--- config.mk ---
export PLATFORM = sky130hd
export DESIGN_NAME = ufti_core
export DESIGN_NICKNAME = d
export VERILOG_FILES = /design/src/logic/ufti_pkg.sv /design/src/logic/ufti_fifo_if.sv /design/src/logic/ufti_core.sv /design/src/logic/ufti_fifo.sv
export SDC_FILE = /design/constraint.sdc
export NUM_CORES = 1
export LEC_CHECK = 0
export ABC_CLOCK_PERIOD_IN_PS = 3000
export BUFFER_PORTS_ARGS = -buffer_cell sky130_fd_sc_hd__buf_2
export CAP_MARGIN = 20
export CORE_UTILIZATION = 40
export DETAILED_ROUTE_END_ITERATION = 8
export PLACE_DENSITY = 0.56
export SLEW_MARGIN = 20
export SYNTH_ARGS = -nofsm -noshare
export SYNTH_HDL_FRONTEND = slang
export SYNTH_HIERARCHICAL = 1
export SYNTH_SLANG_ARGS = --single-unit
--- constraint.sdc ---
create_clock -name pclk -period 3 [get_ports pclk]
set_input_delay 0.6 -clock pclk [delete_from_list [all_inputs] [get_ports pclk]]
set_output_delay 0.6 -clock pclk [all_outputs]
set_load 0.03 [all_outputs]
--- src/logic/ufti_pkg.sv ---
/*
 Shared constants of the serial controller core: register byte offsets,
 field positions, reset values, interrupt block codes and recognition modes.
 Assumes an APB slave with 32-bit data, one aligned word per register.
*/
package ufti_pkg;
   // Register byte offsets
   localparam logic [7:0] UFTI_RXDATA = 8'h00;
   localparam logic [7:0] UFTI_TXDATA = 8'h04;
   localparam logic [7:0] UFTI_FIFOCFG = 8'h08;
   localparam logic [7:0] UFTI_FIFOSTAT = 8'h0C;
   localparam logic [7:0] UFTI_TMRCFG = 8'h10;
   localparam logic [7:0] UFTI_TMR0LD = 8'h14;
   localparam logic [7:0] UFTI_TMR1LD = 8'h18;
   localparam logic [7:0] UFTI_TMRCMD = 8'h1C;
   localparam logic [7:0] UFTI_TMRSTAT = 8'h20;
   localparam logic [7:0] UFTI_CCRCFG = 8'h24;
   localparam logic [7:0] UFTI_CCRUSER = 8'h28;
   localparam logic [7:0] UFTI_BLKMASK = 8'h2C;
   localparam logic [7:0] UFTI_SRCMASK = 8'h30;
   localparam logic [7:0] UFTI_TOPID = 8'h34;
   localparam logic [7:0] UFTI_PENDSUM = 8'h38;
   localparam logic [7:0] UFTI_ACK = 8'h3C;
   localparam logic [7:0] UFTI_SRCPEND = 8'h40;
   localparam logic [7:0] UFTI_MODEMEV = 8'h44;

   // Geometry
   localparam int UFTI_FIFO_DEPTH = 4;
   localparam int UFTI_NSRC = 20;
   localparam int UFTI_NBLK = 6;

   // Field positions in FIFOCFG
   localparam int UFTI_RXTHR_LSB = 0;
   localparam int UFTI_TXTHR_LSB = 4;
   localparam logic [2:0] UFTI_RXTHR_RST = 3'h0;
   localparam logic [2:0] UFTI_TXTHR_RST = 3'h1;

   // TMRCFG bits
   localparam int UFTI_T0_BAUD = 0;
   localparam int UFTI_T1_BAUD = 1;
   localparam int UFTI_SPLIT = 2;
   localparam int UFTI_AUTOACK = 3;

   // Source index ranges per block (block 0 is highest priority)
   localparam int UFTI_SRC_TMR0 = 0;   // Timer block: sources 0..1
   localparam int UFTI_SRC_TXM0 = 2;   // Tx machine: 2..4
   localparam int UFTI_SRC_RXM0 = 5;   // Rx machine: 5..9
   localparam int UFTI_SRC_RXF0 = 10;  // Rx FIFO: 10..11
   localparam int UFTI_SRC_TXF0 = 12;  // Tx FIFO: 12
   localparam int UFTI_SRC_MDM0 = 13;  // Modem: 13..19

   // Control character recognition modes
   typedef enum logic [1:0] {
      UFTI_CCR_OFF = 2'b00,
      UFTI_CCR_ASCII = 2'b01,
      UFTI_CCR_EBCDIC = 2'b10,
      UFTI_CCR_USER = 2'b11
   } ufti_ccr_mode_t;

   localparam logic [2:0] UFTI_NO_BLOCK = 3'h7;
endpackage : ufti_pkg

--- src/logic/ufti_fifo_if.sv ---
/*
 Carrier between the core and its character FIFO.
 Assumes a single clock domain.
*/
interface ufti_fifo_if #(parameter int W = 8, parameter int AW = 3);
   logic push;
   logic pop;
   logic [W-1:0] wdata;
   logic [W-1:0] rdata;
   logic [AW-1:0] count;
   logic full;
   logic empty;
   modport owner (output push, output pop, output wdata, input rdata, input count, input full, input empty);
   modport store (input push, input pop, input wdata, output rdata, output count, output full, output empty);
endinterface : ufti_fifo_if

--- src/logic/ufti_core.sv ---
/*
 Serial controller core: receive and transmit FIFOs with threshold events,
 two down-counting timers, control character recognition and a six-block
 prioritised interrupt unit behind one interrupt output, on APB.
 Assumes the serial framer outside delivers received bytes as strobes and
 takes transmit bytes with a ready handshake; one clock, pclk.
*/
// The address map and the APB register port were left to the implementer.
// Summary of operation
// - Two separate four-character FIFOs, one receive and one transmit.
// - Receive FIFO event when occupancy rises above its threshold.
// - Transmit FIFO event when occupancy falls below its threshold.
// - Both thresholds independently written by software.
// - Two timers, each baud generator or general timer.
// - Split rates use both timers; otherwise one timer is free.
// - Timer loads on software command, then counts down on clock.
// - General timer expiry flags a maskable timer request.
// - Received bytes compared with standard or user control set.
// - Recognised control character raises its own interrupt source.
// - Recognition mode is programmable by software.
// - Twenty sources grouped into six blocks.
// - Blocks have fixed priority resolved by hardware.
// - All pending unmasked requests drive one interrupt output.
// - Identification register gives top block and its source.
// - Summary register shows every pending unmasked block.
// - Masks per block and per source gate the output.
// - Pending clears on service (auto) or explicit acknowledge (manual).
module ufti_core #(
   parameter int TMR_W = 16
) (
   // APB
   input wire logic pclk,
   input wire logic presetn,
   input wire logic psel,
   input wire logic penable,
   input wire logic pwrite,
   input wire logic [7:0] paddr,
   input wire logic [31:0] pwdata,
   output logic [31:0] prdata,
   output logic pready,
   output logic pslverr,
   // Serial machine side (same clock)
   input wire logic rx_valid,
   input wire logic [7:0] rx_byte,
   input wire logic [4:0] rx_errors,
   output logic tx_valid,
   output logic [7:0] tx_byte,
   input wire logic tx_ready,
   input wire logic [2:0] tx_events,
   // Baud ticks and interrupt
   output logic tx_baud_tick,
   output logic rx_baud_tick,
   output logic irq
);
   import ufti_pkg::*;

   // Standard control characters: ASCII C0 and DEL, EBCDIC C0 and 0xFF
   function automatic logic is_ctl(input logic [1:0] mode, input logic [7:0] c,
                                   input logic [7:0] u0, input logic [7:0] u1);
      case (mode)
         UFTI_CCR_ASCII: is_ctl = (c < 8'h20) || (c == 8'h7F);
         UFTI_CCR_EBCDIC: is_ctl = (c < 8'h40) || (c == 8'hFF);
         UFTI_CCR_USER: is_ctl = (c == u0) || (c == u1);
         default: is_ctl = 1'b0;
      endcase
   endfunction : is_ctl

   // Block of a source index
   function automatic logic [2:0] blk_of(input int s);
      if (s < UFTI_SRC_TXM0) blk_of = 3'h0;
      else if (s < UFTI_SRC_RXM0) blk_of = 3'h1;
      else if (s < UFTI_SRC_RXF0) blk_of = 3'h2;
      else if (s < UFTI_SRC_TXF0) blk_of = 3'h3;
      else if (s < UFTI_SRC_MDM0) blk_of = 3'h4;
      else blk_of = 3'h5;
   endfunction : blk_of

   // FIFOs
   ufti_fifo_if #(.W(8), .AW(3)) rxf ();
   ufti_fifo_if #(.W(8), .AW(3)) txf ();
   ufti_fifo #(.DEPTH(UFTI_FIFO_DEPTH)) u_rxf (.pclk(pclk), .presetn(presetn), .f(rxf.store));
   ufti_fifo #(.DEPTH(UFTI_FIFO_DEPTH)) u_txf (.pclk(pclk), .presetn(presetn), .f(txf.store));

   // Registers
   logic [2:0] rx_thr_q, rx_thr_d, tx_thr_q, tx_thr_d;
   logic [3:0] tcfg_q, tcfg_d;
   logic [TMR_W-1:0] ld_q [2];
   logic [TMR_W-1:0] ld_d [2];
   logic [TMR_W-1:0] cnt_q [2];
   logic [TMR_W-1:0] cnt_d [2];
   logic [1:0] run_q, run_d, bt_q, bt_d;
   logic [1:0] ccr_mode_q, ccr_mode_d;
   logic [15:0] user_q, user_d;
   logic [5:0] bmask_q, bmask_d;
   logic [UFTI_NSRC-1:0] smask_q, smask_d, pend_q, pend_d, ev;
   logic [5:0] blk_pend;
   logic [2:0] top_blk;
   logic [4:0] top_src;
   logic [31:0] rdata_d, prdata_q;
   logic [2:0] rxc_q, txc_q;
   logic wr_en, rd_en, addr_ok;
   logic [1:0] tmr_exp;
   logic ctl_hit;

   assign wr_en = psel && penable && pwrite;
   assign rd_en = psel && penable && !pwrite;
   assign pready = 1'b1;  // Zero wait states: answer in the access cycle

   // Last occupancy, for crossing detection
   always_ff @(posedge pclk or negedge presetn) begin
      if (!presetn) begin
         rxc_q <= 3'h0;
         txc_q <= 3'h0;
      end else begin
         rxc_q <= rxf.count;
         txc_q <= txf.count;
      end
   end

   // FIFO handshakes; a full receive FIFO drops the byte and flags overrun
   always_comb begin
      rxf.push = rx_valid && !rxf.full;
      rxf.wdata = rx_byte;
      rxf.pop = rd_en && paddr == UFTI_RXDATA && !rxf.empty;
      txf.push = wr_en && paddr == UFTI_TXDATA && !txf.full;
      txf.wdata = pwdata[7:0];
      txf.pop = tx_ready && !txf.empty;
   end
   assign tx_valid = !txf.empty;
   assign tx_byte = txf.rdata;

   // Timers: baud mode reloads and ticks, general mode stops at expiry
   always_comb begin
      ld_d = ld_q;
      cnt_d = cnt_q;
      run_d = run_q;
      bt_d = 2'b00;
      tmr_exp = 2'b00;
      for (int t = 0; t < 2; t++) begin
         if (wr_en && paddr == (t == 0 ? UFTI_TMR0LD : UFTI_TMR1LD)) ld_d[t] = pwdata[TMR_W-1:0];
         if (wr_en && paddr == UFTI_TMRCMD && pwdata[t]) begin
            cnt_d[t] = ld_q[t];
            run_d[t] = 1'b1;
         end else if (run_q[t]) begin
            if (cnt_q[t] == '0) begin
               if (tcfg_q[t]) begin
                  cnt_d[t] = ld_q[t];
                  bt_d[t] = 1'b1;
               end else begin
                  run_d[t] = 1'b0;
                  tmr_exp[t] = 1'b1;
               end
            end else begin
               cnt_d[t] = cnt_q[t] - 1'b1;
            end
         end
      end
   end

   always_ff @(posedge pclk or negedge presetn) begin
      if (!presetn) begin
         for (int t = 0; t < 2; t++) begin
            ld_q[t] <= '0;
            cnt_q[t] <= '0;
         end
         run_q <= 2'b00;
         bt_q <= 2'b00;
      end else begin
         ld_q <= ld_d;
         cnt_q <= cnt_d;
         run_q <= run_d;
         bt_q <= bt_d;
      end
   end

   // Split rates: timer 1 drives receive; else timer 0 drives both
   assign tx_baud_tick = bt_q[0];
   assign rx_baud_tick = tcfg_q[UFTI_SPLIT] ? bt_q[1] : bt_q[0];

   assign ctl_hit = rx_valid && is_ctl(ccr_mode_q, rx_byte, user_q[7:0], user_q[15:8]);

   // Source events
   always_comb begin
      ev = '0;
      ev[UFTI_SRC_TMR0] = tmr_exp[0];
      ev[UFTI_SRC_TMR0+1] = tmr_exp[1];
      ev[UFTI_SRC_TXM0+2:UFTI_SRC_TXM0] = tx_events;
      ev[UFTI_SRC_RXM0] = ctl_hit;
      ev[UFTI_SRC_RXM0+4:UFTI_SRC_RXM0+1] = rx_errors[3:0];
      ev[UFTI_SRC_RXF0] = rxf.count > rx_thr_q && rxc_q <= rx_thr_q;
      ev[UFTI_SRC_RXF0+1] = (rx_valid && rxf.full) || rx_errors[4];
      ev[UFTI_SRC_TXF0] = txf.count < tx_thr_q && txc_q >= tx_thr_q;
   end

   // Register writes and pending flags; a new event wins over a clear
   always_comb begin
      rx_thr_d = rx_thr_q;
      tx_thr_d = tx_thr_q;
      tcfg_d = tcfg_q;
      ccr_mode_d = ccr_mode_q;
      user_d = user_q;
      bmask_d = bmask_q;
      smask_d = smask_q;
      pend_d = pend_q;
      if (wr_en) begin
         case (paddr)
            UFTI_FIFOCFG: begin
               rx_thr_d = pwdata[UFTI_RXTHR_LSB+:3];
               tx_thr_d = pwdata[UFTI_TXTHR_LSB+:3];
            end
            UFTI_TMRCFG: tcfg_d = pwdata[3:0];
            UFTI_CCRCFG: ccr_mode_d = pwdata[1:0];
            UFTI_CCRUSER: user_d = pwdata[15:0];
            UFTI_BLKMASK: bmask_d = pwdata[5:0];
            UFTI_SRCMASK: smask_d = pwdata[UFTI_NSRC-1:0];
            UFTI_ACK: if (!tcfg_q[UFTI_AUTOACK]) pend_d = pend_q & ~pwdata[UFTI_NSRC-1:0];
            UFTI_MODEMEV: pend_d = pend_q | {pwdata[6:0], 13'h0000};
            default: ;
         endcase
      end
      // Auto mode: reading the identification register services the top source
      if (rd_en && paddr == UFTI_TOPID && tcfg_q[UFTI_AUTOACK] && top_blk != UFTI_NO_BLOCK)
         pend_d[top_src] = 1'b0;
      pend_d = pend_d | ev;
   end

   always_ff @(posedge pclk or negedge presetn) begin
      if (!presetn) begin
         rx_thr_q <= UFTI_RXTHR_RST;
         tx_thr_q <= UFTI_TXTHR_RST;
         tcfg_q <= 4'h0;
         ccr_mode_q <= UFTI_CCR_OFF;
         user_q <= 16'h0000;
         bmask_q <= 6'h00;
         smask_q <= '0;
         pend_q <= '0;
      end else begin
         rx_thr_q <= rx_thr_d;
         tx_thr_q <= tx_thr_d;
         tcfg_q <= tcfg_d;
         ccr_mode_q <= ccr_mode_d;
         user_q <= user_d;
         bmask_q <= bmask_d;
         smask_q <= smask_d;
         pend_q <= pend_d;
      end
   end

   // Block pending and priority; mask bit high enables
   always_comb begin
      blk_pend = 6'h00;
      top_blk = UFTI_NO_BLOCK;
      top_src = 5'h00;
      for (int s = 0; s < UFTI_NSRC; s++)
         if (pend_q[s] && smask_q[s]) blk_pend[blk_of(s)] = 1'b1;
      blk_pend = blk_pend & bmask_q;
      // Lowest index wins: timer highest, modem lowest
      for (int s = UFTI_NSRC - 1; s >= 0; s--)
         if (pend_q[s] && smask_q[s] && bmask_q[blk_of(s)]) begin
            top_blk = blk_of(s);
            top_src = 5'(s);
         end
   end

   always_ff @(posedge pclk or negedge presetn) begin
      if (!presetn) irq <= 1'b0;
      else irq <= |blk_pend;
   end

   // Read mux; unmapped offsets answer with an error
   always_comb begin
      rdata_d = 32'h0000_0000;
      addr_ok = 1'b1;
      case (paddr)
         UFTI_RXDATA: rdata_d[7:0] = rxf.rdata;
         UFTI_TXDATA: rdata_d = 32'h0000_0000;
         UFTI_FIFOCFG: begin
            rdata_d[UFTI_RXTHR_LSB+:3] = rx_thr_q;
            rdata_d[UFTI_TXTHR_LSB+:3] = tx_thr_q;
         end
         UFTI_FIFOSTAT: rdata_d[6:0] = {txf.count, 1'b0, rxf.count};
         UFTI_TMRCFG: rdata_d[3:0] = tcfg_q;
         UFTI_TMR0LD: rdata_d[TMR_W-1:0] = ld_q[0];
         UFTI_TMR1LD: rdata_d[TMR_W-1:0] = ld_q[1];
         UFTI_TMRCMD: rdata_d = 32'h0000_0000;
         UFTI_TMRSTAT: rdata_d[1:0] = run_q;
         UFTI_CCRCFG: rdata_d[1:0] = ccr_mode_q;
         UFTI_CCRUSER: rdata_d[15:0] = user_q;
         UFTI_BLKMASK: rdata_d[5:0] = bmask_q;
         UFTI_SRCMASK: rdata_d[UFTI_NSRC-1:0] = smask_q;
         UFTI_TOPID: rdata_d[12:0] = {top_src, 5'h00, top_blk};
         UFTI_PENDSUM: rdata_d[5:0] = blk_pend;
         UFTI_SRCPEND: rdata_d[UFTI_NSRC-1:0] = pend_q;
         UFTI_ACK, UFTI_MODEMEV: rdata_d = 32'h0000_0000;
         default: addr_ok = 1'b0;
      endcase
   end

   // Read data is captured in setup so it stands from a flop in access
   always_ff @(posedge pclk or negedge presetn) begin
      if (!presetn) prdata_q <= 32'h0000_0000;
      else if (psel && !penable) prdata_q <= rdata_d;
   end
   assign prdata = prdata_q;
   assign pslverr = psel && penable && !addr_ok;
endmodule : ufti_core

--- src/logic/ufti_fifo.sv ---
/*
 Small character FIFO with registered read data (head word kept in a flop).
 Assumes pop is only issued when not empty and push only when not full.
*/
module ufti_fifo #(
   parameter int DEPTH = 4
) (
   // Clock and reset
   input wire logic pclk,
   input wire logic presetn,
   // Owner side
   ufti_fifo_if.store f
);
   import ufti_pkg::*;
   localparam int AW = $clog2(DEPTH);
   logic [7:0] mem_q [DEPTH];
   logic [7:0] mem_d [DEPTH];
   logic [AW-1:0] rd_q, rd_d, wr_q, wr_d;
   logic [AW:0] cnt_q, cnt_d;
   logic [7:0] head_q, head_d;

   // Pointer and storage update
   always_comb begin
      mem_d = mem_q;
      rd_d = rd_q;
      wr_d = wr_q;
      cnt_d = cnt_q;
      if (f.push && cnt_q != (AW+1)'(DEPTH)) begin
         mem_d[wr_q] = f.wdata;
         wr_d = AW'(wr_q + 1'b1);
      end
      if (f.pop && cnt_q != '0) begin
         rd_d = AW'(rd_q + 1'b1);
      end
      cnt_d = (AW+1)'(cnt_q + (f.push && cnt_q != (AW+1)'(DEPTH)) - (f.pop && cnt_q != '0));
      // Head word from the next state so read data is always the oldest
      head_d = mem_d[rd_d];
   end

   always_ff @(posedge pclk or negedge presetn) begin
      if (!presetn) begin
         for (int i = 0; i < DEPTH; i++) mem_q[i] <= 8'h00;
         rd_q <= '0;
         wr_q <= '0;
         cnt_q <= '0;
         head_q <= 8'h00;
      end else begin
         mem_q <= mem_d;
         rd_q <= rd_d;
         wr_q <= wr_d;
         cnt_q <= cnt_d;
         head_q <= head_d;
      end
   end

   assign f.rdata = head_q;
   assign f.count = cnt_q;
   assign f.full = cnt_q == (AW+1)'(DEPTH);
   assign f.empty = cnt_q == '0;
endmodule : ufti_fifo

==> results of run 1 <==
## worst max-delay path, cell delays in order
cell,delay [ns]
buf_2,0.12
buf_4,0.13
or4b_2,0.67
nor2b_1,0.18
o22ai_1,0.11
o31a_1,0.14
nand2_1,0.11
nor2_1,0.06
buf_2,0.17
## worst min-delay path by stage
stage	endpoint	slack (ns)	depth (start not counted)
floorplan	bmask_q[0]	0.30	0
CTS	cnt_q[16]	0.09	1
detailed placement	prdata[10]	0.47	2
global route	cnt_q[19]	0.09	1
finish	cnt_q[19]	0.04	1
global placement	prdata[7]	0.46	2
## Yosys cell counts, types with 16 or more instances
cell type / instances
a21oi_1: 75
clkbuf_1: 49
dfrtp_1: 262
a211oi_1: 37
a21o_1: 51
nor2b_1: 19
nor3_1: 25
inv_1: 61
o21ai_0: 68
nor4_1: 17
nand3_1: 41
buf_2: 16
a22oi_1: 32
mux2_2: 92
mux2i_1: 26
ha_1: 27
nor2_1: 76
xor2_1: 17
a31oi_1: 17
nand2_1: 108
a21boi_0: 31
a21boi_1: 19
## cell type report
class,count,share of cell area (%)
clock buffers,35,4.76
multi-input cells,999,41.4
well taps,455,3.30
inverters,62,1.35
repair buffers,220,9.09
flip-flops and latches,263,38.2
clock inverters,21,1.87
## sequential cells by signal, summed over array words and instances, names as in the netlist, 16 cells and up
name and flops:
pend_q 20, u_rxf/mem_q 32, prdata 20, u_txf/mem_q 32, ld_q 32, cnt_q 32
smask_q 20, user_q 16
## stage by stage
step | hold slack (ns) | utilization, % | worst slack, ns
floorplan | 0.304 | - | -0.300
global placement | 0.458 | 46.1 | -0.0380
detailed placement | 0.469 | 46.1 | -0.0833
CTS | 0.0869 | 49.4 | 0.105
global route | 0.0934 | 49.4 | 0.00317
finish | 0.0404 | 49.4 | 0.0971
## report_power, final
part	internal, µW	leakage, µW	switching (µW)
Clock	2570	0.000535	1610
Combinational	1150	0.00419	1630
Sequential	4060	0.00338	315
Total	7780	0.00810	3550
## per-layer routing
| metal | up-vias | track usage [%] | routed length, µm |
|---|---|---|---|
| met3 | 74 | 3.25 | 2630 |
| met4 | 0 | 6.75 | 1220 |
| met1 | 6058 | 37.9 | 21900 |
| met2 | 377 | 43.6 | 22500 |
| met5 | - | 0 | 0 |
| li1 | 5536 | - | - |
## logic make-up (layout without fill, tap and decap cells)
family	count (synthesis)	count (layout)	share of synthesized area [%]
compound gates	453	453	22.9
simple gates	360	360	12.6
flops	263	263	45.9
buf+inv	153	338	5.09
mux	118	118	9.04
fa+ha+maj	29	29	2.63
xor+xnor	26	26	1.85
other cells	2	13	0.0524
==> reports/metrics.yaml, run 1 <==
grt:
  grt_pass1_wl_um: 74200
  grt_antenna_before_repair: 0
  grt_max_degree: 87
  grt_usage_pct: 26.9
  grt_pass1_vias: 11800
  overflow: 0
timing:
  min_period_ns: 2.90
  fin_skew_ns: 0.0142
  rsz0062_at_grt: "false"
  fin_setup_tns_ns: 0
  relSlewSlack_pct: 42.0
  max_freq_ghz: 0.344
  hold_viol: 0
  setup_violations: 0
  slew_violations: 0
  worst_pin_slew_ns: 0.859
  timing.final.crit_share_pct: 96.8
place:
  io_buffer_count: 83
  numPlacedInstances: 1999
  gp_congestion: 0.992
  placed_area_um2: 16100
  hpwl_um: 35600
floorplanning:
  die_y_um: 191
  fp-row-count: 68
  die_w_um: 191
  io_pins: 109
  core_area_um2: 34900
  start_util_pct: 41.1
  dieArea_um2: 36600
finish:
  flow.area_growth_from_synthesis_pct: 20.1
  final_common_cell: "dfrtp_1"
  design_area_um2: 17200
  nets: 1668
  fin_cells: 2055
  layout-drive-gt1-share_pct: 25.9
  multi_input_area_um2: 7140
  antenna_cells_inserted: 0
  nFillCells: 3290
  ff_latch_area_um2: 6580
  layout_common_cells: "262 x dfrtp_1, 128 x buf_4, 107 x nand2_1"
clocking:
  root_buffer: "clkbuf_16"
  cts_made_buffers: 30
  cts_sinks: 263
  cts.clk_slew.worst_paths_ns: 0.06
  cts_hold_buf: 0
  cts_buffer_depth: 3
  cts_resized: 0
  clock_latency_ns: 0.58
  post_cts_buffers: 0
  cts_tree: "yes"
  ctsHtreeMaxLevel: 1
setup_path:
  critPathCaptureType: "primary output"
  critical_path_arrival_ns: 2.30
  required_ns: 2.40
  cp-endpoint: "pslverr"
  timing.rr.end: "pend_q[11]"
  rrSetupSlack_ns: 0.14
  cp-startpoint: "paddr[1]"
  crit_fanout: 4
  cp-start-kind: "input pin"
  r2r_cells: 7
  critPathKind: "input pin to primary output"
  worstReg2RegStart: "pend_q[9]"
routing:
  drt_pass1_iterations: 8
  wire_per_inst_um: 23.5
  ant_nets: 0
  routed_wl_um: 48200
  route.detailed.drc: 0
  via_per_inst: 5.86
  dr.first_iter.drc_count: 956
  vias: 12000
synth:
  yosysSeqAreaShare_pct: 45.9
  synthTopCellsByArea: "dfrtp_1 46%, mux2_2 7.2%, nand2_1 2.8%"
  synth_edf_count: 0
  yosysTopAreaCell: "dfrtp_1"
  ys_async_sr_fraction_pct: 100
  synth_cell_types: 91
  netlist_instances: 1404
  syn-cell-area_um2: 14300
  synth.top_cell.area_share_pct: 45.7
  yosys_warnings: 6
  syn_avg_cell_area_um2: 10.2
  ys_ff_latch: 263
  ys.flop_type: "dfrtp_1"
min_path:
  hold_path_class: "input pin to asynchronous set/reset pin"
pwr:
  power_density_nw_per_um2: 657
  peakVddDrop_v: 0.000511
  p_leak_uw: 0.00810
  power.total_uw: 11300
run_status:
  status: "complete, no violations"
flow_run:
  drv_cap: 0
(Power assumes the default switching activity.)
==> run 2: changes to the inputs <==
--- a/config.mk
+++ b/config.mk
@@ -8,9 +8,9 @@
 export ABC_CLOCK_PERIOD_IN_PS = 3000
 export BUFFER_PORTS_ARGS = -buffer_cell sky130_fd_sc_hd__buf_2
 export CAP_MARGIN = 20
-export CORE_UTILIZATION = 40
+export CORE_UTILIZATION = 55
 export DETAILED_ROUTE_END_ITERATION = 8
-export PLACE_DENSITY = 0.56
+export PLACE_DENSITY = 0.73
 export SLEW_MARGIN = 20
 export SYNTH_ARGS = -nofsm -noshare
 export SYNTH_HDL_FRONTEND = slang
==> reports/metrics.yaml, run 2 (synthesized netlist as in run 1, its figures left out) <==
routing:
  vias: 12300  # +1.8%
  wire_per_inst_um: 23.9  # +1.7%
  route.detailed.drc: 0  # unchanged
  ant_nets: 0  # unchanged
  routed_wl_um: 45400  # -5.9%
  via_per_inst: 6.45  # +10%
  drt_pass1_iterations: 6  # -2
  dr.first_iter.drc_count: 1399  # +46%
setup_path:
  timing.rr.end: "u_txf/f.rdata[1]"
  slowest_stage: "or4b_2"
  path_cells: "buf_2 > buf_4 > or4b_2 > nor2b_2 > o22ai_1 > o31a_1 > nand2_1 > nor2_1 > buf_2"
  critPathKind: "input pin to primary output"
  cp_common_cell: "buf_2"
  worstReg2RegStart: "u_txf/f.count[1]"
  cp-start-kind: "input pin"
  required_ns: 2.40  # about the same
  path_delay_family: "simple AND/OR/NAND/NOR gates"
  r2r_cells: 10  # +3
  max_stage_delay_ns: 0.72  # +0.05 ns
  crit_fanout: 5  # +1
  rrSetupSlack_ns: 0.25  # +0.11 ns
  cp-startpoint: "paddr[2]"
  path_buf_inv: 3  # unchanged
  critical_path_arrival_ns: 2.33  # +0.03 ns
  critPathCaptureType: "primary output"
timing:
  rsz0062_at_grt: "false"
  relSlewSlack_pct: 41.3  # -0.70 points
  max_freq_ghz: 0.341  # -0.95%
  setup_violations: 0  # unchanged
  fin_skew_ns: 0.00894  # -0.00527 ns
  hold_ws_ns: 0.0118  # -0.0286 ns
  timing.final.crit_share_pct: 97.7  # +0.92 points
  min_period_ns: 2.93  # +0.0277 ns
  slew_violations: 0  # unchanged
  hold_viol: 0  # unchanged
  worst_pin_slew_ns: 0.870  # +0.0104 ns
floorplanning:
  core_area_um2: 25400  # -27%
  start_util_pct: 56.5  # +15 points
  io_pins: 109  # unchanged
  die_w_um: 163  # -15%
  die_y_um: 163  # -15%
  fp-row-count: 58  # -15%
  dieArea_um2: 26700  # -27%
flow_run:
  drv_cap: 0  # unchanged
pwr:
  internal_power_uw: 7120  # -8.4%
  p_sw_share_pct: 32.1  # +0.78 points
  clkPwrFrac_pct: 32.7  # -4.2 points
  power_frac_comb_pct: 25.5  # +1.0 points
  p_leak_uw: 0.00786  # -2.9%
  switchingPower_uw: 3370  # -5.0%
  power_density_nw_per_um2: 631  # -4.0%
  peakVddDrop_v: 0.000626  # +23%
  sequentialPowerShare_pct: 41.8  # +3.2 points
  power.total_uw: 10500  # -7.4%
finish:
  flow.area_growth_from_synthesis_pct: 16.0
  antenna_cells_inserted: 0  # unchanged
  nFillCells: 2060  # -37%
  layout-drive-gt1-share_pct: 24.1  # -1.8 points
  nets: 1644  # -1.4%
  final_common_cell: "dfrtp_1"
  fin_cells: 1901  # -7.5%
  design_area_um2: 16600  # -3.4%
  layout_common_cells: "262 x dfrtp_1, 107 x nand2_1, 107 x buf_4"
grt:
  grt_usage_pct: 34.8  # +8.0 points
  overflow: 0  # unchanged
  grt_pass1_vias: 12100  # +2.9%
  grt_max_degree: 71  # -18%
  grt_pass1_wl_um: 70500  # -5.0%
  grt_antenna_before_repair: 0  # unchanged
place:
  gp_congestion: 1.03  # +4.2%
  numPlacedInstances: 1850  # -7.5%
  io_buffer_count: 83  # unchanged
  hpwl_um: 33200  # -6.6%
  placed_area_um2: 15700  # -2.3%
clocking:
  root_buffer: "clkbuf_16"
  cts.clk_slew.worst_paths_ns: 0.07  # about the same
  cts_buffer_depth: 3  # unchanged
  cts_tree: "yes"
  cts_made_buffers: 30  # unchanged
  post_cts_buffers: 0  # unchanged
  cts_sinks: 263  # unchanged
  clock_latency_ns: 0.56  # -0.02 ns
  ctsHtreeMaxLevel: 1  # unchanged
min_path:
  hold_path_class: "input pin to asynchronous set/reset pin"
run_status:
  status: "complete, no violations"
[run 2: cell types whose count changed in the layout (fill, tap and decap cells not counted)]
cell / before / now
nor2b_1: 19 / 18
clkbuf_1: 0 / 8
buf_12: 9 / 6
inv_8: 1 / 0
nor2b_2: 0 / 1
clkinv_2: 3 / 2
clkbuf_8: 5 / 2
clkinvlp_4: 8 / 6
bufinv_16: 7 / 1
buf_4: 128 / 107
[run 2: repair_timing]
| item | 4_1_cts | 5_1_grt |
|---|---|---|
| hold buffers | 0 | 0 |
| gates resized for setup | 0 | 1 |
| setup endpoints to repair | 0 | 1 |
[run 2: worst max-delay path by stage]
stage	cells past startpoint	endpoint	slack (ns)
2_1_floorplan	16	u_rxf/f.count[2]	-0.30
4_1_cts	9	pslverr	0.07
5_1_grt	9	pslverr	0.0003
6_report	9	pslverr	0.07
3_5_place_dp	14	u_rxf/f.count[2]	-0.09
3_3_place_gp	14	u_rxf/f.count[2]	-0.04
[run 2: layout make-up]
cell class	count	area, µm²	area share [%]
multi-input cells	999	7140	42.9
well taps	330	413	2.48
repair buffers	196	1350	8.11
inverters	62	233	1.40
clock inverters	11	110	0.662
clock buffers	40	808	4.86
flip-flops and latches	263	6580	39.6
[run 2: per-layer routing]
metal  global-route usage (%)  routed length (µm)  part of all wire (%)  vias up
li1                         -                   -                     -     5507
met1                     46.5               19100                    42     6111
met2                     56.2               21100                    47      512
met3                     5.08                2920                   6.4      130
met4                     15.9                2220                   4.9        0
met5                        0                   0                     0        -
[run 2: power by group through the flow]
stage | clock network, µW | registers, µW | logic [µW]
after detailed placement | 0 | 4430 | 2660
final | 3430 | 4380 | 2680
after global routing | 3640 | 4420 | 2960
after global placement | 0 | 4410 | 2570
after CTS | 3490 | 4370 | 2670
after floorplan | 0 | 4510 | 1740
[run 2: worst reg2reg max path, cell delays in order (launching register included)]
cell	delay [ns]
dfrtp_1	0.37
or3b_4	0.40
inv_1	0.16
nor3_2	0.07
buf_4	0.16
buf_4	0.14
and2_1	0.20
buf_4	0.17
a21boi_0	0.25
a2111oi_0	0.11
a2111oi_1	0.56
[run 2: per-stage QoR]
step / setup TNS (ns) / setup slack, ns / utilization (%)
final: 0 / 0.0694 / 65.5
after global placement: -0.0406 / -0.0406 / 61.9
after detailed placement: -0.0983 / -0.0878 / 61.9
after floorplan: -0.523 / -0.300 / -
after global routing: 0 / 0.000258 / 65.5
after CTS: 0 / 0.0728 / 65.5
==> run 3: changes to the inputs <==
--- a/config.mk
+++ b/config.mk
@@ -8,9 +8,10 @@
 export ABC_CLOCK_PERIOD_IN_PS = 3000
 export BUFFER_PORTS_ARGS = -buffer_cell sky130_fd_sc_hd__buf_2
 export CAP_MARGIN = 20
+export CORE_ASPECT_RATIO = 1.4
 export CORE_UTILIZATION = 55
 export DETAILED_ROUTE_END_ITERATION = 8
-export PLACE_DENSITY = 0.73
+export PLACE_DENSITY = 0.74
 export SLEW_MARGIN = 20
 export SYNTH_ARGS = -nofsm -noshare
 export SYNTH_HDL_FRONTEND = slang
==> reports/metrics.yaml, run 3 (synthesized netlist as in run 1, its figures left out) <==
run_status:
  status: "finished with violations"
  failed_checks: "design-rule violations"
timing:
  max_freq_ghz: 0.350  # +2.5%
  min_period_ns: 2.86  # -0.0710 ns
  rsz0062_at_grt: "false"
  timing.final.crit_share_pct: 95.3  # -2.4 points
  layout_setup_ws_ns: 0.140  # +0.0710 ns
  relSlewSlack_pct: 48.5  # +7.2 points
  hold_viol: 0  # unchanged
  worst_pin_slew_ns: 0.753  # -0.117 ns
  slew_violations: 0  # unchanged
  setup_violations: 0  # unchanged
  fin_skew_ns: 0.00894  # +0.00000322 ns
grt:
  grt_pass1_vias: 12100  # +0.27%
  grt_antenna_before_repair: 1  # +1
  grt_usage_pct: 34.6  # -0.24 points
  overflow: 0  # unchanged
  grt_pass1_wl_um: 70200  # -0.43%
  grt_max_degree: 82  # +15%
finish:
  antenna_cells_inserted: 0  # unchanged
  nFillCells: 2042  # -0.87%
  nets: 1650  # +0.36%
  layout-drive-gt1-share_pct: 24.6  # +0.48 points
  final_common_cell: "dfrtp_1"
  flow.area_growth_from_synthesis_pct: 16.4
  layout_common_cells: "262 x dfrtp_1, 114 x buf_4, 107 x nand2_1"
  post-route-util_pct: 65.6  # +0.069 points
routing:
  dr.first_iter.drc_count: 968  # -31%
  vias: 12200  # -0.44%
  ant_nets: 0  # unchanged
  drt_pass1_iterations: 9  # +3
  wire_per_inst_um: 24.0  # +0.42%
  route.detailed.drc: 11  # +11
  routed_wl_um: 45500  # +0.15%
  via_per_inst: 6.44  # -0.18%
pwr:
  power_density_nw_per_um2: 637  # +1.0%
  p_leak_uw: 0.00793  # +0.88%
  peakVddDrop_v: 0.000621  # -0.91%
place:
  hpwl_um: 33500  # +0.95%
  gp_congestion: 1.01  # -1.8%
  io_buffer_count: 83  # unchanged
  preCtsSetupSlack_ns: -0.0620  # +0.0257 ns
floorplanning:
  die_y_um: 193  # +18%
  dieArea_um2: 26700  # about the same
  io_pins: 109  # unchanged
  start_util_pct: 56.3  # -0.15 points
  die_w_um: 138  # -15%
  fp-row-count: 69  # +19%
  core_area_um2: 25500  # +0.27%
setup_path:
  slowest_stage: "or4b_2"
  critPathCaptureType: "primary output"
  path_cells: "buf_2 > buf_4 > or4b_2 > nor2b_1 > o22ai_1 > o31a_1 > nand2_1 > nor2_1 > buf_2"
  critical_path_arrival_ns: 2.26  # -0.07 ns
  required_ns: 2.40  # about the same
  crit_fanout: 6  # +1
  max_stage_delay_ns: 0.68  # -0.04 ns
  path_buf_inv: 3  # unchanged
  cp-start-kind: "input pin"
  cp_common_cell: "buf_2"
  path_delay_family: "simple AND/OR/NAND/NOR gates"
  critPathKind: "input pin to primary output"
min_path:
  hold_path_class: "input pin to asynchronous set/reset pin"
clocking:
  cts_tree: "yes"
  cts_resized: 0  # unchanged
  post_cts_buffers: 0  # unchanged
  ctsHtreeMaxLevel: 1  # unchanged
  cts_hold_buf: 0  # unchanged
  cts.clk_slew.worst_paths_ns: 0.06  # about the same
  root_buffer: "clkbuf_16"
  cts_made_buffers: 27  # -10%
  clock_latency_ns: 0.54  # -0.02 ns
  cts_sinks: 263  # unchanged
  cts_buffer_depth: 3  # unchanged
flow_run:
  drv_cap: 0  # unchanged
==> run 3: cell count changes in the layout (fill, tap and decap cells not counted), sizes merged <==
cell / previous run / this run
clkinvlp: 6 / 1
clkbuf: 40 / 36
buf: 196 / 205
clkinv: 4 / 8
bufinv: 1 / 3
==> run 3: layer usage <==
layer,vias to the layer above,GRT usage [%],wire length (µm)
met5,-,0,15
met2,554,60.3,22400
met3,179,4.91,3050
li1,5494,-,-
met4,2,23.6,3300
met1,5977,40.0,16700
==> run 3: path summary, 6_finish.rpt <==
kind	from	end	slack, ns	cells after the start
worst max-delay path	paddr[2]	pslverr	0.14	9
worst min-delay path	presetn	ld_q[18]	0.04	1
worst max register to register	u_txf/f.count[1]	u_txf/f.rdata[0]	0.24	10
worst min register to register	prdata[12]	prdata[12]	0.48	2
max in group asynchronous	presetn	tx_thr_q[0]	2.06	2
min in group pclk	pwdata[18]	pend_q[18]	0.27	2
==> run 3: where the power goes <==
part	switching [µW]	internal, µW	total, µW
Combinational	1650	1200	2840
Clock	1400	2030	3430
Sequential	301	4060	4360
Total	3350	7290	10600
==> run 3: through the flow <==
| step | hold WS, ns | std cells | TNS [ns] | power (µW) | cell area [µm²] |
|---|---|---|---|---|---|
| floorplan | 0.304 | 1415 | -0.523 | 6250 | 14500 |
| global placement | 0.460 | 1848 | -0.0352 | 7140 | 15800 |
| detailed placement | 0.468 | 1848 | -0.0692 | 7240 | 15800 |
| CTS | 0.0971 | 1896 | 0 | 10700 | 16700 |
| global route | 0.100 | 1896 | 0 | 11100 | 16700 |
| finish | 0.0400 | 1896 | 0 | 10600 | 16700 |
==> run 3: area by class of cell <==
class / count / area (µm²) / share of cell area, %
Timing Repair Buffer: 205 / 1440 / 8.63
Multi-Input combinational cell: 999 / 7140 / 42.7
Inverter: 62 / 233 / 1.39
Clock inverter: 12 / 145 / 0.869
Tap cell: 319 / 399 / 2.39
Sequential cell: 263 / 6580 / 39.4
Clock buffer: 36 / 759 / 4.55
